### src/shreg_pkg.sv
package shreg_pkg;

  // ****************************************************************
  // sizes and reset values
  // ****************************************************************
  localparam int REG_WIDTH = 4;
  localparam int SYNC_STAGES = 2;
  localparam logic [3:0] PAR_OUT_RESET = 4'h0;
  localparam logic SYNC_RESET = 1'h0;

  // ****************************************************************
  // operation selected by the mode pair {mode_sel_hi, mode_sel_lo}
  // ****************************************************************
  typedef enum logic [1:0] {
    MODE_HOLD = 2'h0,
    MODE_SHIFT_UP = 2'h1,
    MODE_LOAD = 2'h3,
    MODE_SHIFT_DOWN = 2'h2
  } mode_type;

endpackage

### src/pin_sync_if.sv
`timescale 1ns/10ps

// ****************************************************************
// synchronised pin levels plus the shift clock rising-edge strobe
// ****************************************************************
interface pin_sync_if #(
  parameter int WIDTH = 4
);
  logic clear_n;
  logic mode_sel_hi;
  logic mode_sel_lo;
  logic serial_in_left;
  logic serial_in_right;
  logic [WIDTH-1:0] par_in;
  logic shift_rise;

  modport source (
    output clear_n,
    output mode_sel_hi,
    output mode_sel_lo,
    output serial_in_left,
    output serial_in_right,
    output par_in,
    output shift_rise
  );

  modport sink (
    input clear_n,
    input mode_sel_hi,
    input mode_sel_lo,
    input serial_in_left,
    input serial_in_right,
    input par_in,
    input shift_rise
  );
endinterface

### src/pin_sync.sv
`timescale 1ns/10ps

module pin_sync
  import shreg_pkg::*;
#(
  parameter int WIDTH = 4
)
(
  input wire logic clock,
  input wire logic rst_n,
  input wire logic shift_clk,
  input wire logic clear_n,
  input wire logic mode_sel_hi,
  input wire logic mode_sel_lo,
  input wire logic serial_in_left,
  input wire logic serial_in_right,
  input wire logic [WIDTH-1:0] par_in,
  pin_sync_if.source syn
);

  // ****************************************************************
  // two-stage synchronisers, one per pin bit
  // ****************************************************************
  localparam int N = WIDTH + 6;

  logic [N-1:0] raw;
  logic [N-1:0] stage1;
  logic [N-1:0] stage2;
  logic [N-1:0] next_stage1;
  logic [N-1:0] next_stage2;
  logic clk_prev;
  logic next_clk_prev;

  // all pins travel the same depth so data lines up with the clock edge
  assign raw = {shift_clk, clear_n, mode_sel_hi, mode_sel_lo,
                serial_in_left, serial_in_right, par_in};

  genvar i;
  generate
    for (i = 0; i < N; i++)
    begin : g_bit
      // stage1 feeds only stage2
      always_comb
      begin
        next_stage1[i] = rst_n ? raw[i] : SYNC_RESET;
        next_stage2[i] = rst_n ? stage1[i] : SYNC_RESET;
      end

      always_ff @(posedge clock)
      begin
        stage1[i] <= next_stage1[i];
        stage2[i] <= next_stage2[i];
      end
    end
  endgenerate

  // ****************************************************************
  // edge detector works on the settled second stage only
  // ****************************************************************
  always_comb
  begin
    next_clk_prev = rst_n ? stage2[N-1] : SYNC_RESET;
  end

  always_ff @(posedge clock)
  begin
    clk_prev <= next_clk_prev;
  end

  assign syn.shift_rise = stage2[N-1] & ~clk_prev;
  assign syn.clear_n = stage2[N-2];
  assign syn.mode_sel_hi = stage2[N-3];
  assign syn.mode_sel_lo = stage2[N-4];
  assign syn.serial_in_left = stage2[N-5];
  assign syn.serial_in_right = stage2[N-6];
  assign syn.par_in = stage2[WIDTH-1:0];

endmodule

### src/universal_shift_register_4b.sv
`timescale 1ns/10ps

// How it works
// - four stored bits drive par_out continuously
// - mode and data inputs take effect only on a rising shift_clk edge
// - clear_n low forces all bits to zero and blocks clock edges
// - mode pair both low: hold contents, ignore data inputs
// - mode pair both high: load par_in bit for bit
// - lo high, hi low: bit 0 takes serial_in_right, bits move up
// - hi high, lo low: bit 3 takes serial_in_left, bits move down
// - all bits update together from values just before the edge
// - unused serial and parallel inputs are ignored, allowing cascades
module universal_shift_register_4b
  import shreg_pkg::*;
#(
  parameter int WIDTH = REG_WIDTH
)
(
  input wire logic clock,
  input wire logic rst_n,
  input wire logic shift_clk,
  input wire logic clear_n,
  input wire logic mode_sel_hi,
  input wire logic mode_sel_lo,
  input wire logic serial_in_left,
  input wire logic serial_in_right,
  input wire logic [WIDTH-1:0] par_in,
  output logic [WIDTH-1:0] par_out
);

  // ****************************************************************
  // pin synchronisation
  // ****************************************************************
  pin_sync_if #(.WIDTH(WIDTH)) syn ();

  // every pin is asynchronous to clock, so all of them go through here
  pin_sync #(.WIDTH(WIDTH)) u_sync (
    .clock(clock),
    .rst_n(rst_n),
    .shift_clk(shift_clk),
    .clear_n(clear_n),
    .mode_sel_hi(mode_sel_hi),
    .mode_sel_lo(mode_sel_lo),
    .serial_in_left(serial_in_left),
    .serial_in_right(serial_in_right),
    .par_in(par_in),
    .syn(syn.source)
  );

  // ****************************************************************
  // mode decode
  // ****************************************************************
  mode_type mode;

  assign mode = mode_type'({syn.mode_sel_hi, syn.mode_sel_lo});

  // ****************************************************************
  // register update
  // ****************************************************************
  logic [WIDTH-1:0] next_par_out;

  // one next value from pre-edge state; no bit sees another's new value
  always_comb
  begin
    next_par_out = par_out;
    if (!rst_n)
    begin
      next_par_out = PAR_OUT_RESET[WIDTH-1:0];
    end
    else if (!syn.clear_n)
    begin
      // clear wins over any edge; limitation: seen two clocks late
      next_par_out = PAR_OUT_RESET[WIDTH-1:0];
    end
    else if (syn.shift_rise)
    begin
      case (mode)
        MODE_HOLD:
        begin
          next_par_out = par_out;
        end
        MODE_SHIFT_UP:
        begin
          // par_in and serial_in_left unused here
          next_par_out = {par_out[WIDTH-2:0], syn.serial_in_right};
        end
        MODE_SHIFT_DOWN:
        begin
          next_par_out = {syn.serial_in_left, par_out[WIDTH-1:1]};
        end
        MODE_LOAD:
        begin
          next_par_out = syn.par_in;
        end
        default:
        begin
          next_par_out = par_out;
        end
      endcase
    end
  end

  // the stored value is the output itself
  always_ff @(posedge clock)
  begin
    par_out <= next_par_out;
  end

  // helper: has reset been off for three clocks, so $past holds real values
  logic [2:0] live;
  logic [2:0] next_live;

  always_comb
  begin
    next_live = rst_n ? {live[1:0], 1'h1} : 3'h0;
  end

  always_ff @(posedge clock)
  begin
    live <= next_live;
  end
endmodule

### config.mk
export PLATFORM = sky130hd
export DESIGN_NAME = universal_shift_register_4b
export DESIGN_NICKNAME = d
export VERILOG_FILES = /design/src/shreg_pkg.sv /design/src/pin_sync_if.sv /design/src/pin_sync.sv /design/src/universal_shift_register_4b.sv
export SDC_FILE = /design/constraint.sdc
export NUM_CORES = 1
export LEC_CHECK = 0
export BUFFER_PORTS_ARGS = -buffer_cell sky130_fd_sc_hd__buf_2
export CORE_AREA = 3 3 62 64
export CTS_CLUSTER_DIAMETER = 60
export DETAILED_ROUTE_END_ITERATION = 6
export DIE_AREA = 0 0 65 67
export SLEW_MARGIN = 20
export SYNTH_ARGS = -nofsm -noshare
export SYNTH_HDL_FRONTEND = slang
export SYNTH_SLANG_ARGS = --single-unit
### constraint.sdc
create_clock -name clock -period 3.4 [get_ports clock]
set_input_delay 0.51 -clock clock [delete_from_list [all_inputs] [get_ports clock]]
set_output_delay 0.51 -clock clock [all_outputs]
set_load 0.02 [all_outputs]
Yosys cells after proc, flatten, opt, wreduce, memory -nomap -nowiden
Cells that the tools add are included.
{"block": "totals", "regBits": 25, "input_bits": 12, "wordCells": 32}
{"block": "op_classes", "reduce_logical": 3, "bitwise_logic": 3, "eq_ne": 3, "muxes": 1}
{"op": "4-bit case mux with 3 select lines", "count": 1}
{"op": "2-bit equality test, second input constant", "count": 2}
{"op": "2-bit AND reduction", "count": 2}
{"op": "2-bit by 1-bit equality test with 1-bit output, second input constant", "count": 1}
{"op": "2-bit logical NOT", "count": 1}
{"op": "1-bit inverter", "count": 2}
{"op": "1-bit AND", "count": 1}

Longest topological paths before layout
{"block": "depth", "word_depth": 3, "mapped_depth": 4, "ltp_nobuf": 3}

By module
Synthesis repeated with hierarchy kept, for this count alone.
{"block": "hier_totals", "hier_cells": 73, "hier_area_um2": 833.3}
{"mod": "pin_sync", "cells_each": 49, "instances": 1, "area_per_inst_um2": 625.6, "seq_area_each_um2": 420.4}
{"mod": "universal_shift_register_4b", "cells_each": 24, "instances": 1, "area_per_inst_um2": 207.7, "seq_area_each_um2": 80.1}

Worst setup path after synthesis
OpenSTA, ideal clock, no wires.
{"block": "synth_path", "path_type": "register to register", "from": "reg u_sync.stage2[7] (netlist: u_sync.syn.mode_sel_hi)", "to": "reg par_out[0]", "arrival_time_ns": 0.996, "setup_slack_ns": 2.287, "stages_incl_launch_ff": 5, "path_buffers": 1, "required_ns": 3.283, "cell_sequence": "dfxtp_1 -> buf_6 -> nor2_4 -> o311a_4 -> a22o_1"}
{"block": "synth_between", "elab_chain_len": 3, "elab_cells_between_ends": 7}
{"item": "start: declaration", "line_no": "pin_sync.sv:28", "source": "logic [N-1:0] stage2;"}
{"item": "start signal: indexed assignment", "line_no": "pin_sync.sv:52", "source": "stage2[i] <= next_stage2[i];"}
{"item": "parallel branches: the longest is 3 deep, another holds 4-bit case mux with 3 select lines"}
{"item": "end signal: assignment", "line_no": "universal_shift_register_4b.sv:106", "source": "par_out <= next_par_out;"}
{"item": "end: declaration", "line_no": "universal_shift_register_4b.sv:28", "source": "output logic [WIDTH-1:0] par_out"}
Several ways; the timed one is not identified.
A chain may end at the register's enable or synchronous reset.

Final worst setup path
{"block": "layout_path", "from": "reg par_out[2]", "to": "out par_out[2]"}
No word-level cell between the ends.

==> impl_summary.log <==
INFO  metric final_nets = just under 100
INFO  metric setup_violators_final = 0
INFO  metric rsz0062_at_grt = false
INFO  metric antennaDiodeCount = 0
INFO  metric synth.area.top_cells = sky130_fd_sc_hd__dfxtp_1 60%, sky130_fd_sc_hd__and2_1 16%, sky130_fd_sc_hd__mux2i_1 4.8%, sky130_fd_sc_hd__a22o_1 3.1%, sky130_fd_sc_hd__buf_6 2.7%
INFO  metric final.period_utilization = 0.417
INFO  metric crit_chain = buf_2
INFO  metric num_io_pins = 16
INFO  metric r2r_slack = 2120 ps
INFO  metric synth_largest_area_cell = sky130_fd_sc_hd__dfxtp_1
INFO  metric grt_first_pass_wirelength = between 1500 and 2000 µm
INFO  metric critical_path_peak_fanout = 4
INFO  metric residual_antenna_violating_net_count_after_detailed_routing = 0
INFO  metric yosys_warnings = 0
INFO  metric core.rowCount = 21
INFO  metric fmax = 705 MHz
INFO  metric via_count_of_the_first_global_routing_pass = between 400 and 500
INFO  metric worstPathBufferInverterCount = 1
INFO  metric final.min_clock_period = 1420 ps
INFO  metric setup.worst_path.end_class = output pin
INFO  metric timing.critical_path.required = 2890 ps
INFO  metric fin_worst_hold_slack = 382 ps
INFO  metric worst_hold_path.endpoint = u_sync.stage1[9]$_SDFF_PN0_
INFO  metric cts_max_path_buffers = 2
INFO  metric postSynthAreaPerCell = 11.8 µm²
INFO  metric drcViolationCount = 0
INFO  metric synth-seq-cells = 25
INFO  metric post_cts_resized = 0
INFO  metric pwr_density_cell = 484 nW/µm²
INFO  metric setup_total_negative_slack = 0 ps
INFO  metric overall_die_width = roughly 65 µm
INFO  metric root_buffer = sky130_fd_sc_hd__clkbuf_4
INFO  metric worst_path_max_delay_cell = sky130_fd_sc_hd__dfxtp_1
INFO  metric globalRouteTotalUtil = 0.0595
INFO  metric vias = around 480
INFO  metric worst-slew-pin-transition = about 330 ps
INFO  metric r2r-end = par_out[0]$_SDFFE_PN0P_
INFO  metric start_util = 0.250
INFO  metric hold_path_class = in2reg
INFO  metric clock_latency = 320 ps
INFO  metric outcome = completed
INFO  metric wl_per_cell = around 9 µm
INFO  metric critical-path-max-stage-delay = roughly 400 ps
INFO  metric path_delay_family = flip-flops
INFO  metric critical_path.startpoint_type = register
INFO  metric length_of_the_first_detailed_routing_pass_in_iterations = 3
INFO  metric slew-limit-headroom = 0.778
INFO  metric worstSetupStartpoint = par_out[2]$_SDFFE_PN0P_
INFO  metric synth_top_cell_area_share = 0.600
INFO  metric clock_input_transition_at_the_sequential_cells_of_the_worst_setup_and_hold_paths = around 140 ps
INFO  metric placedInstanceArea = around 940 µm²
INFO  metric io_buffers = 15
INFO  metric wl = around 1200 µm
INFO  metric place_congestion = ~0.74
INFO  metric max-cap-violations = 0
INFO  metric final_layout_size_suffix_gt1_frac = 0.267
INFO  metric dieHeight = between 60 and 70 µm
INFO  metric criticalPathCategory = reg2out
INFO  metric total_overflow_reported_by_the_global_router = 0
INFO  metric cts.repair_timing.setup_buffer_count = 0
INFO  metric grt_antenna_before_repair = 0
INFO  metric cellLeakagePower = 0.399 nW
INFO  metric count_of_distinct_cell_types_in_the_synthesized_netlist = 14
INFO  metric fp.dieArea = 4360 µm²
INFO  metric areaGrowthSynthToFinish = 16.0%
INFO  metric critPathArrivalTime = 910 ps
INFO  metric number_of_buffers_created_by_cts = 3
INFO  metric pin_count_of_the_biggest_net_entering_global_routing = 24
INFO  metric layout.filler_cells = between 300 and 400
INFO  metric vdd.ir_drop.worst = 0.000148 V
INFO  metric htreeDepth = 1
INFO  metric synth_area = roughly 830 µm²
INFO  metric cts_tree = yes
INFO  metric whs_path_depth = 2
INFO  metric holdBufCountCts = 0
INFO  metric post-route-cell-area = 968 µm²
INFO  metric regToRegStartpoint = u_sync.syn.mode_sel_hi$_SDFF_PN0_
INFO  metric finalHoldViolations = 0
INFO  metric detailedRoute.firstIterationViolations = 8
INFO  metric min_delay_startpoint = shift_clk
INFO  metric timing_max_transition_violations_final = 0
INFO  metric synthesis.instances = between 70 and 80
INFO  metric clock_sinks = 25
INFO  metric total_power = 469 µW
INFO  metric skew = about 4.9 ps
INFO  metric yosysSeqAreaShare = 0.600
INFO  metric r2r_cells = 3
INFO  metric post_syn_nets = just over 80
INFO  metric core_area = between 3000 and 4000 µm²
INFO  metric vias_per_cell = about 3.6
==> cells in the mapped netlist <==
cell type / n
sky130_fd_sc_hd__dfxtp_1: 25
sky130_fd_sc_hd__a22o_2: 1
sky130_fd_sc_hd__nor2_4: 1
sky130_fd_sc_hd__nor4_4: 1
sky130_fd_sc_hd__mux2i_1: 4
sky130_fd_sc_hd__clkbuf_1: 2
sky130_fd_sc_hd__and2_1: 21
sky130_fd_sc_hd__o311a_4: 1
sky130_fd_sc_hd__nor2_1: 4
sky130_fd_sc_hd__buf_6: 2
sky130_fd_sc_hd__inv_1: 1
sky130_fd_sc_hd__nand2_1: 1
sky130_fd_sc_hd__a22o_1: 3
sky130_fd_sc_hd__a21oi_1: 4
==> through the flow <==
step | setup slack [ps] | utilization | std cells
floorplan | 2290 | - | 71
global placement | 2020 | 0.281 | 128
detailed placement | 1990 | 0.281 | 128
CTS | 1960 | 0.290 | 132
global route | 1920 | 0.290 | 132
finish | 1980 | 0.290 | 132
==> kinds of logic (layout without fill, tap and decap cells) <==
family,count (synthesis),after routing,share of synthesized area
flops,25,25,0.600
buf+inv,5,20,0.0405
mux,4,4,0.0480
compound gates,9,9,0.0930
simple gates,28,28,0.219
==> how the worst max path moves through the flow <==
| stage | end | slack, ps | cells after the start |
|---|---|---|---|
| 5_1_grt | par_out[1] | 1920 | 1 |
| 4_1_cts | par_out[2] | 1960 | 1 |
| 3_5_place_dp | par_out[2]$_SDFFE_PN0P_ | 1990 | 4 |
| 2_1_floorplan | par_out[0]$_SDFFE_PN0P_ | 2290 | 4 |
| 3_3_place_gp | par_out[2]$_SDFFE_PN0P_ | 2020 | 4 |
| 6_report | par_out[2] | 1980 | 1 |
==> where the power goes <==
group	switching (mW)	leakage (nW)	total, mW	internal (mW)
registers	0.00499	0.206	0.309	0.304
clock network	0.0888	0.0183	0.137	0.0479
logic	0.00961	0.175	0.0227	0.0131
==> placed cells by master (no fill, tap or decap), drive strengths merged <==
cell     n
nor2     5
mux2i    4
and2    21
a22o     4
buf     15
dfxtp   25
o311a    1
nor4     1
nand2    1
a21oi    4
inv      2
clkbuf   3
==> area by class of cell <==
type                    instances  area, µm²  area share
multi-input cells              41        300       0.310
inverters                       1       3.75     0.00388
well taps                      46       57.6      0.0594
clock inverters                 1       8.76     0.00904
clock buffers                   3       22.5      0.0233
repair buffers                 15       75.1      0.0775
flip-flops and latches         25        500       0.517
==> sequential cells by signal, indices dropped and copies added, names as in the netlist <==
name                        flops
par_out                         4
u_sync.clk_prev                 1
u_sync.stage1                  10
u_sync.stage2                   1
u_sync.syn.clear_n              1
u_sync.syn.mode_sel_hi          1
u_sync.syn.mode_sel_lo          1
u_sync.syn.par_in               4
u_sync.syn.serial_in_left       1
u_sync.syn.serial_in_right      1
==> layer usage <==
layer	up-vias	wire length [µm]	global-route usage
met5	-	0	0
met4	0	29	0.0396
met3	4	98	0.0388
met2	14	481	0.0843
met1	198	552	0.0644
li1	261	-	-
Note: power is estimated with default switching activity, not from simulation.
